[src/tsn_conv.sv]
`timescale 1ns/1ps

package tsn_pkg;
  localparam logic [3:0]  ADDR_TYPE_ID     = 4'h9;
  localparam logic [2:0]  ADDR_LOW_DEFAULT = 3'h0;
  localparam logic [4:0]  HS_CODE_PREFIX   = 5'h01;
  localparam logic [3:0]  BYTE_LAST_BIT    = 4'h8;
  localparam int          TEMP_W           = 12;
  localparam logic [11:0] RES_LOW_MASK     = 12'h007;
  localparam logic [3:0]  LSB_PAD          = 4'h0;
  localparam int          CLK_PERIOD_NS    = 100;
  localparam int          CONV_TIME_9_US   = 2500;
  localparam int          CONV_CYCLES_9    = CONV_TIME_9_US * 1000 / CLK_PERIOD_NS;
  localparam int          CONV_CNT_W       = 20;

  typedef enum logic [1:0] {
    tsn_res_9  = 2'b00,
    tsn_res_10 = 2'b01,
    tsn_res_11 = 2'b10,
    tsn_res_12 = 2'b11
  } tsn_res_e;

  typedef enum logic [1:0] {
    st_idle = 2'b00,
    st_addr = 2'b01,
    st_wr   = 2'b10,
    st_rd   = 2'b11
  } tsn_state_e;
endpackage : tsn_pkg

module tsn_conv #(
  parameter int unsigned CONV_CYCLES_9 = tsn_pkg::CONV_CYCLES_9,
  parameter int          CNT_W         = tsn_pkg::CONV_CNT_W
) (
  input  wire logic                       i_sys_clk,           // System clock
  input  wire logic                       i_rst_n,             // Async reset, active low
  input  wire logic [1:0]                 i_resolution_select, // Resolution code
  input  wire logic [tsn_pkg::TEMP_W-1:0] i_temp_code,         // Raw sensor code
  output logic      [tsn_pkg::TEMP_W-1:0] o_result,            // Latest result
  output logic                            o_result_load        // Result updated
);
  import tsn_pkg::*;

  logic [CNT_W-1:0]  cnt;
  logic [CNT_W-1:0]  next_cnt;
  logic [1:0]        res_cur;
  logic [1:0]        next_res_cur;
  logic [TEMP_W-1:0] next_result;
  logic              next_result_load;

  // Each extra bit doubles the conversion time
  function automatic logic [CNT_W-1:0] conv_len(input logic [1:0] res);
    return CNT_W'(CONV_CYCLES_9) << res;  // see RL11
  endfunction : conv_len

  function automatic logic [TEMP_W-1:0] res_mask(input logic [1:0] res);
    return ~(RES_LOW_MASK >> res);  // see RL10, see RL17
  endfunction : res_mask

  always_comb begin
    next_cnt         = cnt - CNT_W'(1);
    next_res_cur     = res_cur;
    next_result      = o_result;
    next_result_load = 1'b0;
    if (cnt == '0) begin  // see RL8
      next_result      = i_temp_code & res_mask(res_cur);  // see RL13
      next_result_load = 1'b1;
      // New resolution takes effect only at a conversion boundary
      next_res_cur     = i_resolution_select;
      next_cnt         = conv_len(i_resolution_select) - CNT_W'(1);
    end
  end

  always_ff @(posedge i_sys_clk or negedge i_rst_n) begin
    if (!i_rst_n) begin
      cnt           <= CNT_W'(CONV_CYCLES_9) - CNT_W'(1);
      res_cur       <= tsn_res_9;  // see RL12
      o_result      <= '0;
      o_result_load <= 1'b0;
    end else begin
      cnt           <= next_cnt;
      res_cur       <= next_res_cur;
      o_result      <= next_result;
      o_result_load <= next_result_load;
    end
  end
endmodule : tsn_conv

[src/tsn_target.sv]
`timescale 1ns/1ps

// Overview of operation
// RL1: The 7-bit address is 1001 followed by three per-variant fixed low bits.
// RL2: A matching address byte after a Start is acknowledged, a mismatch is not and goes idle.
// RL3: The master enters high speed with a Start then a code byte 00001xxx.
// RL4: The data line stays released in the acknowledge slot of the high-speed code.
// RL5: The high-speed code selects fast filtering and the target goes idle awaiting a Start.
// RL6: High speed holds across repeated Starts and ends at a Stop.
// RL7: The master should chain high-speed transfers with repeated Starts, not Stop then Start.
// RL8: Conversions run back to back and each end loads the result.
// RL9: The result can be read at any time without blocking or corruption.
// RL10: A two-bit field selects 9 to 12 bits, a step of 0.5 down to 0.0625 degrees.
// RL11: Conversion time grows with each extra bit of resolution.
// RL12: After reset the resolution is nine bits.
// RL13: The 12-bit signed result spans -128 to +127 degrees.
// RL14: Data is sampled on the clock rise and driven after the clock fall.
// RL15: An acknowledge holds the data line low for the whole ninth clock.
// RL16: Address bit 0 high means read, low means write.
// RL17: Codes 00 to 11 give 9 to 12 bits and unused low result bits read zero.
module tsn_target #(
  parameter logic [2:0]  TARGET_ADDRESS_LOW_BITS = tsn_pkg::ADDR_LOW_DEFAULT,
  parameter int unsigned CONV_CYCLES_9           = tsn_pkg::CONV_CYCLES_9
) (
  input  wire logic                       i_sys_clk,              // System clock, 10 MHz
  input  wire logic                       i_rst_n,                // Async reset, active low
  input  wire logic                       i_scl,                  // Serial clock pin
  input  wire logic                       i_sda,                  // Serial data pin level
  output logic                            o_sda_out,              // Data drive value, always 0
  output logic                            o_sda_oe,               // Data drive enable
  input  wire logic [1:0]                 i_resolution_select,    // Resolution code
  input  wire logic [tsn_pkg::TEMP_W-1:0] i_temp_code,            // Raw sensor code
  output logic                            o_high_speed_operation, // Fast filter select
  output logic      [tsn_pkg::TEMP_W-1:0] o_temp_result,          // Latest result
  output logic                            o_result_load           // Result updated pulse
);
  import tsn_pkg::*;

  localparam logic [6:0] OWN_ADDR = {ADDR_TYPE_ID, TARGET_ADDRESS_LOW_BITS};  // see RL1

  // Pin synchronisers; the third stage is only for edge detection
  logic scl_m;
  logic scl_s;
  logic scl_d;
  logic sda_m;
  logic sda_s;
  logic sda_d;

  always_ff @(posedge i_sys_clk or negedge i_rst_n) begin
    if (!i_rst_n) begin
      scl_m <= 1'b1;
      scl_s <= 1'b1;
      scl_d <= 1'b1;
      sda_m <= 1'b1;
      sda_s <= 1'b1;
      sda_d <= 1'b1;
    end else begin
      scl_m <= i_scl;
      scl_s <= scl_m;
      scl_d <= scl_s;
      sda_m <= i_sda;
      sda_s <= sda_m;
      sda_d <= sda_s;
    end
  end

  logic scl_rise;
  logic scl_fall;
  logic start_det;
  logic stop_det;

  assign scl_rise  = scl_s & ~scl_d;
  assign scl_fall  = ~scl_s & scl_d;
  assign start_det = scl_s & scl_d & sda_d & ~sda_s;
  assign stop_det  = scl_s & scl_d & ~sda_d & sda_s;

  tsn_conv #(
    .CONV_CYCLES_9 (CONV_CYCLES_9),
    .CNT_W         (CONV_CNT_W)
  ) u_conv (
    .i_sys_clk           (i_sys_clk),
    .i_rst_n             (i_rst_n),
    .i_resolution_select (i_resolution_select),
    .i_temp_code         (i_temp_code),
    .o_result            (o_temp_result),
    .o_result_load       (o_result_load)
  );

  tsn_state_e        state;
  tsn_state_e        next_state;
  logic [3:0]        bit_cnt;
  logic [3:0]        next_bit_cnt;
  logic              ack_slot;
  logic              next_ack_slot;
  logic [7:0]        rx;
  logic [7:0]        next_rx;
  logic [7:0]        tx;
  logic [7:0]        next_tx;
  logic [TEMP_W-1:0] snap;
  logic [TEMP_W-1:0] next_snap;
  logic              byte_sel;
  logic              next_byte_sel;
  logic              master_nack;
  logic              next_master_nack;
  logic              next_sda_oe;
  logic              next_hs;
  logic              hs_code;
  logic              addr_hit;

  function automatic logic [7:0] tx_byte(input logic [TEMP_W-1:0] v, input logic sel);
    return sel ? {v[3:0], LSB_PAD} : v[TEMP_W-1:4];
  endfunction : tx_byte

  assign hs_code  = (rx[7:3] == HS_CODE_PREFIX);  // see RL3
  assign addr_hit = (rx[7:1] == OWN_ADDR);

  always_comb begin
    next_state       = state;
    next_bit_cnt     = bit_cnt;
    next_ack_slot    = ack_slot;
    next_rx          = rx;
    next_tx          = tx;
    next_snap        = snap;
    next_byte_sel    = byte_sel;
    next_master_nack = master_nack;
    next_sda_oe      = o_sda_oe;
    next_hs          = o_high_speed_operation;
    if (stop_det) begin
      next_state  = st_idle;
      next_sda_oe = 1'b0;
      next_hs     = 1'b0;  // see RL6
    end else if (start_det) begin
      // Repeated Start leaves the speed setting alone
      next_state    = st_addr;  // see RL6
      next_bit_cnt  = '0;
      next_ack_slot = 1'b0;
      next_sda_oe   = 1'b0;
    end else begin
      unique case (state)
        st_idle: begin
          next_sda_oe = 1'b0;
        end
        st_addr, st_wr: begin
          if (scl_rise && bit_cnt != BYTE_LAST_BIT) begin
            next_rx      = {rx[6:0], sda_s};  // see RL14
            next_bit_cnt = bit_cnt + 4'h1;
          end else if (scl_fall && bit_cnt == BYTE_LAST_BIT && !ack_slot) begin
            next_ack_slot = 1'b1;
            if (state == st_wr) begin
              next_sda_oe = 1'b1;  // see RL15
            end else if (hs_code) begin
              next_hs    = 1'b1;  // see RL5
              next_state = st_idle;  // see RL4
            end else if (addr_hit) begin
              next_sda_oe = 1'b1;  // see RL2, see RL15
            end else begin
              next_state = st_idle;  // see RL2
            end
          end else if (scl_fall && ack_slot) begin
            next_ack_slot = 1'b0;
            next_bit_cnt  = '0;
            next_sda_oe   = 1'b0;
            if (state == st_addr && rx[0]) begin  // see RL16
              // Freeze the result so a conversion end cannot tear the word
              next_snap     = o_temp_result;  // see RL9
              next_byte_sel = 1'b0;
              next_tx       = tx_byte(o_temp_result, 1'b0);
              next_sda_oe   = ~o_temp_result[TEMP_W-1];  // see RL14
              next_state    = st_rd;
            end else begin
              next_state = st_wr;
            end
          end
        end
        st_rd: begin
          if (bit_cnt != BYTE_LAST_BIT) begin
            if (scl_fall) begin
              next_sda_oe = ~tx[7];  // see RL14
            end else if (scl_rise) begin
              next_tx      = {tx[6:0], 1'b0};
              next_bit_cnt = bit_cnt + 4'h1;
            end
          end else if (scl_fall && !ack_slot) begin
            next_sda_oe   = 1'b0;
            next_ack_slot = 1'b1;
          end else if (scl_rise && ack_slot) begin
            next_master_nack = sda_s;
          end else if (scl_fall && ack_slot) begin
            next_ack_slot = 1'b0;
            if (master_nack) begin
              next_state = st_idle;
            end else begin
              next_bit_cnt  = '0;
              next_byte_sel = ~byte_sel;
              next_tx       = tx_byte(snap, ~byte_sel);
              next_sda_oe   = ~next_tx[7];
            end
          end
        end
      endcase
    end
  end

  always_ff @(posedge i_sys_clk or negedge i_rst_n) begin
    if (!i_rst_n) begin
      state                  <= st_idle;
      bit_cnt                <= '0;
      ack_slot               <= 1'b0;
      rx                     <= '0;
      tx                     <= '0;
      snap                   <= '0;
      byte_sel               <= 1'b0;
      master_nack            <= 1'b0;
      o_sda_oe               <= 1'b0;
      o_sda_out              <= 1'b0;
      o_high_speed_operation <= 1'b0;
    end else begin
      state                  <= next_state;
      bit_cnt                <= next_bit_cnt;
      ack_slot               <= next_ack_slot;
      rx                     <= next_rx;
      tx                     <= next_tx;
      snap                   <= next_snap;
      byte_sel               <= next_byte_sel;
      master_nack            <= next_master_nack;
      o_sda_oe               <= next_sda_oe;
      o_sda_out              <= 1'b0;
      o_high_speed_operation <= next_hs;
    end
  end

  logic addr_decide;
  assign addr_decide = scl_fall && !start_det && !stop_det && state == st_addr
                       && bit_cnt == BYTE_LAST_BIT && !ack_slot;
  // Clock falls that the state machine acts on; a Start or Stop in the same cycle wins
  logic rd_fall;
  logic wr_decide;
  assign rd_fall   = scl_fall && !start_det && !stop_det && state == st_rd;
  assign wr_decide = scl_fall && !start_det && !stop_det && state == st_wr
                     && bit_cnt == BYTE_LAST_BIT && !ack_slot;
endmodule : tsn_target

[config.mk]
export PLATFORM = sky130hd
export DESIGN_NAME = tsn_target
export DESIGN_NICKNAME = d
export VERILOG_FILES = /design/src/tsn_conv.sv /design/src/tsn_target.sv
export SDC_FILE = /design/constraint.sdc
export NUM_CORES = 1
export LEC_CHECK = 0
export CORE_MARGIN = 2
export CORE_UTILIZATION = 25
export CTS_CLUSTER_SIZE = 14
export DETAILED_ROUTE_END_ITERATION = 7
export DONT_BUFFER_PORTS = 1
export HOLD_SLACK_MARGIN = 0.06
export PLACE_DENSITY = 0.38
export REMOVE_ABC_BUFFERS = 1
export SYNTH_ARGS = -nofsm -noshare
export SYNTH_HDL_FRONTEND = slang
export SYNTH_HIERARCHICAL = 1
export SYNTH_SLANG_ARGS = --single-unit
[constraint.sdc]
create_clock -name i_sys_clk -period 4.46 [get_ports i_sys_clk]
set_input_delay 1.338 -clock i_sys_clk [delete_from_list [all_inputs] [get_ports i_sys_clk]]
set_output_delay 1.338 -clock i_sys_clk [all_outputs]
set_load 0.03 [all_outputs]
### Word level (Yosys, flattened, before mapping)

Cells that the tools add are included.

* flip-flop bits (word level): 80
* input bits: 18
* word-level logic and storage cells: 209

* add/subtract/negate cells: 3
* eq/ne operators: 51
* shift-type cells: 2
* mux-type cells: 83
* bitwise logic cells: 23
* reduce and logical (&&, ||, !) cells: 27

Operators with widths (number)
* 8-bit two-way mux: 12
* 4-bit inequality test, second input constant: 16
* 4-bit two-way mux: 11
* 1-bit two-way mux: 40
* 20-bit by 1-bit subtractor with 20-bit output, second input constant: 2
* 6-bit inequality test, second input constant: 6
* 2-bit two-way mux: 13
* 3-bit inequality test, second input constant: 8
* 2-bit inequality test, second input constant: 11
* 20-bit zero test: 1
* 20-bit two-way mux: 1
* 10-bit AND reduction: 2
* 15-bit by 2-bit left shift with 20-bit output, first input constant: 1
* 8-bit one-hot mux with 2 select lines: 1
* 5-bit inequality test, second input constant: 3
* 1-bit NOT: 14
* 13-bit AND reduction: 1
* 12-bit AND: 1
* 12-bit NOT: 1
* 12-bit AND reduction: 1
* 6-bit AND reduction: 2
* 3-bit by 2-bit >> shifter with 12-bit output, first input constant: 1
* 4-bit one-hot mux with 2 select lines: 1
* 8-bit AND reduction: 1
* 21 further kinds: 38

### Logic depth before layout (Yosys ltp)

Gate-level depths: netlist (run 1).

* word-level depth: 10
* gate-level depth with buffers: 9

### Modules after synthesis

Netlist (run 1), hierarchy kept.

By module, submodules not included
* tsn_target: instances 1, cells an instance 228, area each 2389.8 µm²
* tsn_conv: instances 1, cells an instance 197, area each 1880.6 µm²

### Worst setup path after synthesis (run 1)

No wires, ideal clock.

* path kind: input -> register
* start point: input port i_resolution_select[0]
* end point: register u_conv.cnt[9]
* data arrival time: 2.962 ns
* required time: 4.331 ns
* setup slack: 1.369 ns
* cell stages on the path: 6
* buffers on the path: 1
* cell sequence: inv_1 -> ha_1 -> clkbuf_1 -> nor4_2 -> o21ai_0 -> o41a_1

* cells in the longest elaborated chain, start to end: 3

RTL lines
* from (decl): RTL line tsn_target.sv:31 `input wire logic [1:0] i_resolution_select,`
* 15-bit by 2-bit left shift with 20-bit output: RTL line tsn_conv.sv:53 `return CNT_W'(CONV_CYCLES_9) << res;`
* 20-bit by 1-bit subtractor with 20-bit output: RTL line tsn_conv.sv:70 `next_cnt = conv_len(i_resolution_select) - CNT_W'(1);`
* 20-bit two-way mux: RTL line tsn_conv.sv:65 `if (cnt == '0) begin`
* net u_conv.next_cnt[9]: RTL line tsn_conv.sv:45 `logic [CNT_W-1:0] next_cnt;`
* to (signal assigned): RTL line tsn_conv.sv:76 `cnt <= CNT_W'(CONV_CYCLES_9) - CNT_W'(1);`
* to (signal assigned): RTL line tsn_conv.sv:81 `cnt <= next_cnt;`
* to (decl): RTL line tsn_conv.sv:44 `logic [CNT_W-1:0] cnt;`

The timed path passes the listed nets, and every way through them passes these cells.
A chain may end at the register's enable or synchronous reset.

### Worst setup path in the final report (run 1)

* start point: input port i_resolution_select[1]
* end point: register u_conv.cnt[9]

Same word-level chain as after synthesis.

==> results of run 1 <==
## synth_stat cells, types with 4 or more instances
cell / n / share of area
a21oi_1: 11 / 0.013
a31oi_1: 9 / 0.013
buf_2: 5 / 0.0059
clkbuf_1: 11 / 0.0097
dfrtp_1: 66 / 0.39
dfstp_2: 14 / 0.086
ha_1: 13 / 0.038
inv_1: 21 / 0.018
mux2_2: 25 / 0.066
mux2i_1: 10 / 0.023
nand2_1: 56 / 0.049
nand2b_1: 4 / 0.0059
nand3_1: 17 / 0.020
nand4_1: 7 / 0.010
nor2_1: 17 / 0.015
nor3_1: 14 / 0.016
nor4_1: 5 / 0.0073
o211ai_1: 9 / 0.016
o21ai_0: 27 / 0.032
or2_2: 4 / 0.0059
or3_1: 5 / 0.0073
or4_1: 7 / 0.012
xnor2_1: 4 / 0.0082
xor2_1: 4 / 0.0082
## how the worst min path moves through the flow
stage | start | endpoint | slack, ps | cells past startpoint
final | sda_m | sda_s | 360 | 0
after global routing | sda_m | sda_s | 360 | 0
after CTS | sda_m | sda_s | 360 | 0
after detailed placement | sda_m | sda_s | 350 | 0
after global placement | sda_m | sda_s | 350 | 0
after floorplan | scl_m | scl_s | 350 | 0
## cells in the final DEF (no fill, tap or decap), drive strengths merged, types with 3 or more instances in the layout
master    n
o31ai     4
nor2     17
ha       13
o211ai    9
a21oi    11
xor2      4
xnor2     4
nand4     7
clkinv    4
a31oi     9
nor2b     3
mux2i    10
nor3     15
nor4      7
nand3    17
nand2    56
dfrtp    66
or3       5
dfstp    14
o41ai     3
inv      22
clkbuf   10
or4       7
o2111ai   3
mux2     25
nand2b    5
or2       4
o21ai    28
and3      3
## logic make-up (layout without fill, tap and decap cells)
family	after synthesis	count (layout)	synth area share
flops	80	80	0.473
simple gates	155	155	0.189
buf+inv	40	40	0.0375
other cells	1	1	0.000878
mux	35	35	0.0894
fa+ha+maj	14	14	0.0404
compound gates	92	92	0.154
xor+xnor	8	8	0.0164
## report_power, final
group / leakage (nW) / switching (mW) / internal (mW)
clock network: 0.138 / 0.314 / 0.431
registers: 0.929 / 0.0604 / 0.797
logic: 0.875 / 0.269 / 0.203
total: 1.94 / 0.643 / 1.43
## stage by stage
| step | cells | power (mW) |
|---|---|---|
| CTS | 645 | 2.11 |
| finish | 645 | 2.07 |
| global placement | 629 | 1.34 |
| floorplan | 408 | 1.23 |
| detailed placement | 629 | 1.34 |
| global route | 645 | 2.20 |
## cell type report
cell class / count / area, sq um
Clock buffer: 10 / 229
Timing Repair Buffer: 1 / 7.51
Clock inverter: 6 / 60.1
Multi-Input combinational cell: 305 / 2090
Tap cell: 220 / 275
Sequential cell: 80 / 2020
Fill cell: 1765 / 11900
Inverter: 23 / 86.3
## critical path, delay by kind of cell
kind                     cells  cell delay [ps]
AO/OA/AOI/OAI                2              690
adder cells (fa/ha/maj)      1              320
buffers and inverters        1               80
AND/OR/NAND/NOR              1              770
## registers in the layout, summed over array words and instances (netlist names), 2 cells and up
register	cells
bit_cnt	4
rx	8
snap	12
state	2
tx	8
u_conv/cnt	20
u_conv/o_result	12
u_conv/res_cur	2
## routing by layer
layer	track usage	wire length, um
met1	0.157	4900
met2	0.204	5200
met3	0.0353	402
met5	0	0
met4	0.0357	150
==> flow_summary.ini, run 1 <==
[setup_path]
reg2reg_depth = 6
worst_setup_path_end_kind = register
crit_slowest_cell = nor4_2
worst-endpoint-required_ps = 4680
worst_setup_path_startpoint = i_resolution_select[1]
worstSetupPathType = in -> reg
setup.worst_path.start_class = input pin
timing.critical_path.arrival_ps = 3200
timing.rr.end = u_conv/cnt[9]
setup.worst_path.end = u_conv/cnt[9]
worstReg2RegStart = u_conv/cnt[11]
worstPathMaxFanout = 9
reg2reg_setup_slack_ps = 1700
critical_path.cell_chain = inv_1 -> ha_1 -> nor4_2 -> o21ai_0 -> o41a_1
worst_path_largest_cell_delay_ps = 770

[yosys]
post_synth_num_cell_types = 66
postSynthCellCount = 425
synth-warning-count = 6
synthesis.area_per_instance_sq_um = 10.0
mappedNetlistArea_sq_mm = 0.00427
postSynthRegisterBits = 80
dominantRegCellSynth = dfrtp_1
count_of_flip_flops_with_a_built_in_enable_after_synthesis = 0
synth-async-reset-ratio = 1.00
synth_seq_area_share = 0.473

[sta]
hold_viol = 0
timing.final.ws_setup_ps = 1480
finalWorstPathRequiredPeriod_ps = 2980
hold_slack_ps = 356
timing.setup.tns_ps = 0
fmax_mhz = 336
final-max-slew-violation-count = 0
timing.clock.skew_ps = 7.61
setup-violations-final = 0
worstMarginPinSlew_ps = 999
layout_worst_path_cycle_share = 0.668
timing.max_slew.rel_slack = 0.334
rsz0062_at_grt = no

[routing]
vias = 3207
avgViaCountPerCell = 4.97
number_of_optimization_iterations_in_the_first_detailed_route_pass = 4
detail_route.wl_per_cell_um = 16.5
detail_route.drc_violations = 0
route.antenna.remaining_nets = 0
drt-initial-drc-count = 157
drt_wl_total_um = 10700

[floorplanning]
initial_util = 0.257
core_region_sq_mm = 0.0166
rows = 47
floorplan.die.width_um = 135
dieArea_sq_mm = 0.0181
die-height_um = 135
ios = 34

[global_routing]
grt_pass1_vias = 3216
grt.total_usage = 0.123
overflow = 0
grt_antenna_before_repair = 0
largest_net_degree_at_the_start_of_global_routing = 81
grt_pass1_wl_um = 17300

[status]
result_of_the_run = finished clean

[worst_hold_path]
min-delay-path-class = reg -> reg

[clock_network]
tritoncts_clock_tree = done
max-clock-path-buffers = 2
tritoncts.num_buffers = 9
ctsHtreeMaxLevel = 3
cts_resized = 0
clock_tree.root_cell = clkbuf_16
clkSinkCount = 80
post_cts_hold_buffer_count = 0
insertion_delay_ps = 350
cts_setup_buffers = 0
clk_pin_slew_ps = 60

[place]
portBuffers = 0
detailedPlace.worstSlack_ps = 1150
hpwlAfterDp_um = 7190
final_weighted_congestion_of_routability_driven_global_placement = 0.795
post_dp_cell_area_sq_mm = 0.00448

[final_layout]
final_core_utilization = 0.287
layout.nets = 451
drive_above_1_share = 0.162
synthesis_to_layout_area_growth_pct = 11.7
final_design_area_no_fill_sq_mm = 0.00477
insertedDiodeCount = 0

[power]
vdd_ir_drop_max_mv = 0.207
p_leak_nw = 1.94
power_per_cell_area_mw_per_mm2 = 435

[flow_run]
drv_cap = 0
Power figures use the tool's default switching activity.
==> run 2, diff against run 1 <==
==> constraint.sdc (replaced) <==
create_clock -name i_sys_clk -period 2.9 [get_ports i_sys_clk]
set_input_delay 0.87 -clock i_sys_clk [delete_from_list [all_inputs] [get_ports i_sys_clk]]
set_output_delay 0.87 -clock i_sys_clk [all_outputs]
set_load 0.03 [all_outputs]
==> run 2 against run 1 <==
Effect of this change:
- combinational power grew 56%
- via count shrank 0.81%
- count of clock-buffer cells in the layout is the same
- global-route usage grew 0.56 points
- critical path depth grew 2
- wire length grew 2.1%
- register-to-register slack lost 1200 ps
- largest cell class unchanged
- largest power group unchanged
- highest routed layer unchanged
==> flow_summary.ini, run 2 (same netlist as run 1, synthesis figures left out) <==
[clock_network]
tritoncts_clock_tree = done
max-clock-path-buffers = 2
clk_pin_slew_ps = 70
ctsHtreeMaxLevel = 3
insertion_delay_ps = 340
cts_setup_buffers = 0
clock_tree.root_cell = clkbuf_16
post_cts_hold_buffer_count = 0
tritoncts.num_buffers = 9
clkSinkCount = 80
cts_resized = 0

[place]
portBuffers = 0
final_weighted_congestion_of_routability_driven_global_placement = 0.782
detailedPlace.worstSlack_ps = 223
post_dp_cell_area_sq_mm = 0.00455
dp.cells = 638
hpwlAfterDp_um = 7600

[floorplanning]
dieArea_sq_mm = 0.0181
floorplan.die.width_um = 135
core_region_sq_mm = 0.0166
die-height_um = 135
initial_util = 0.257
rows = 47
ios = 34

[final_layout]
layout.nets = 460
area_taken_by_multi_input_logic_gates_sq_mm = 0.00209
largest_reg_flops = 20
final_cell_mix = 66 x dfrtp_1, 56 x nand2_1, 27 x o21ai_0
layout.cells.most_common = dfrtp_1
ff_latch_area_sq_mm = 0.00202
drive_above_1_share = 0.182
synthesis_to_layout_area_growth_pct = 13.8
final_design_area_no_fill_sq_mm = 0.00486
layoutNonFillerInstCount = 654
insertedDiodeCount = 0
num-fill-cells = 1742
regMostFlops = u_conv/cnt
reg.largest.list = u_conv/cnt (20), snap (12), u_conv/o_result (12)

[sta]
timing.max_slew.rel_slack = 0.599
rsz0062_at_grt = no
timing.clock.skew_ps = 10.3
fmax_mhz = 424
setup-violations-final = 0
layout_worst_path_cycle_share = 0.813
timing.final.ws_setup_ps = 541
finalWorstPathRequiredPeriod_ps = 2360
final-max-slew-violation-count = 0
timing.setup.tns_ps = 0
hold_viol = 0
worstMarginPinSlew_ps = 596

[power]
power_per_cell_area_mw_per_mm2 = 670
fraction_of_power_consumed_by_sequential_logic = 0.406
finalPower_mw = 3.26
p_leak_nw = 2.00
power.share.combinational = 0.226
switchingPower_mw = 1.01
internal_power_mw = 2.25
power.clock.fraction = 0.369
switching_portion_of_total_power = 0.309
vdd_ir_drop_max_mv = 0.275

[worst_hold_path]
min-delay-path-class = in -> async

[routing]
drt_wl_total_um = 10900
number_of_optimization_iterations_in_the_first_detailed_route_pass = 5
avgViaCountPerCell = 4.86
vias = 3181
detail_route.wl_per_cell_um = 16.6
drt-initial-drc-count = 193
detail_route.drc_violations = 0
route.antenna.remaining_nets = 0

[setup_path]
timing.critical_path.arrival_ps = 2590
worstPathMaxFanout = 9
setup.worst_path.start_class = input pin
worst_setup_path_end_kind = register
worstSetupPathType = in -> reg
worst-endpoint-required_ps = 3130

[global_routing]
overflow = 0
grt_pass1_wl_um = 18400
largest_net_degree_at_the_start_of_global_routing = 81
grt_antenna_before_repair = 0
grt_pass1_vias = 3363
grt.total_usage = 0.129

[flow_run]
drv_cap = 0

[status]
result_of_the_run = finished clean
run 2: final timing paths:
check	cells past startpoint	endpoint	slack, ps	from
worst max-delay path	7	u_conv/cnt[11]	540	i_resolution_select[1]
worst min-delay path	0	o_sda_oe	220	i_rst_n
worst max register to register	7	state[1]	550	bit_cnt[0]
worst min register to register	0	scl_s	360	scl_m
max in group asynchronous	0	u_conv/cnt[1]	2470	i_rst_n
min in group i_sys_clk	0	scl_s	360	scl_m
run 2: layer usage:
layer / share of wire / vias up / GRT usage
met2: 0.48 / 51 / 0.210
met5: 0 / - / 0
met4: 0.012 / 0 / 0.0374
met3: 0.031 / 13 / 0.0308
met1: 0.48 / 1556 / 0.170
li1: - / 1561 / -
run 2: cell type report:
cell class | instances | area share
clock inverter | 6 | 0.0154
timing repair buffer | 10 | 0.0154
clock buffer | 10 | 0.0492
tap | 220 | 0.0566
inverter | 23 | 0.0178
sequential | 80 | 0.415
multi-input combinational | 305 | 0.430
run 2: critical path, stage by stage:
cell and delay [ps]:
inv_1 80, ha_1 310, or4_1 610, nor4_1 380
nand2b_1 160, a211o_1 120, nand2_1 50
run 2: stage by stage:
| step | hold slack, ps | utilization |
|---|---|---|
| 2_1_floorplan | 345 | - |
| 3_3_place_gp | 347 | 0.273 |
| 3_5_place_dp | 348 | 0.273 |
| 4_1_cts | 190 | 0.292 |
| 5_1_grt | 189 | 0.292 |
| 6_report | 217 | 0.292 |
run 2: power groups by stage:
stage               combinational, mW  clock, mW  sequential (mW)
floorplan                       0.574          0             1.31
global placement                0.746          0             1.34
detailed placement              0.742          0             1.34
CTS                             0.746       1.26             1.32
global route                    0.827       1.30             1.34
finish                          0.735       1.20             1.32
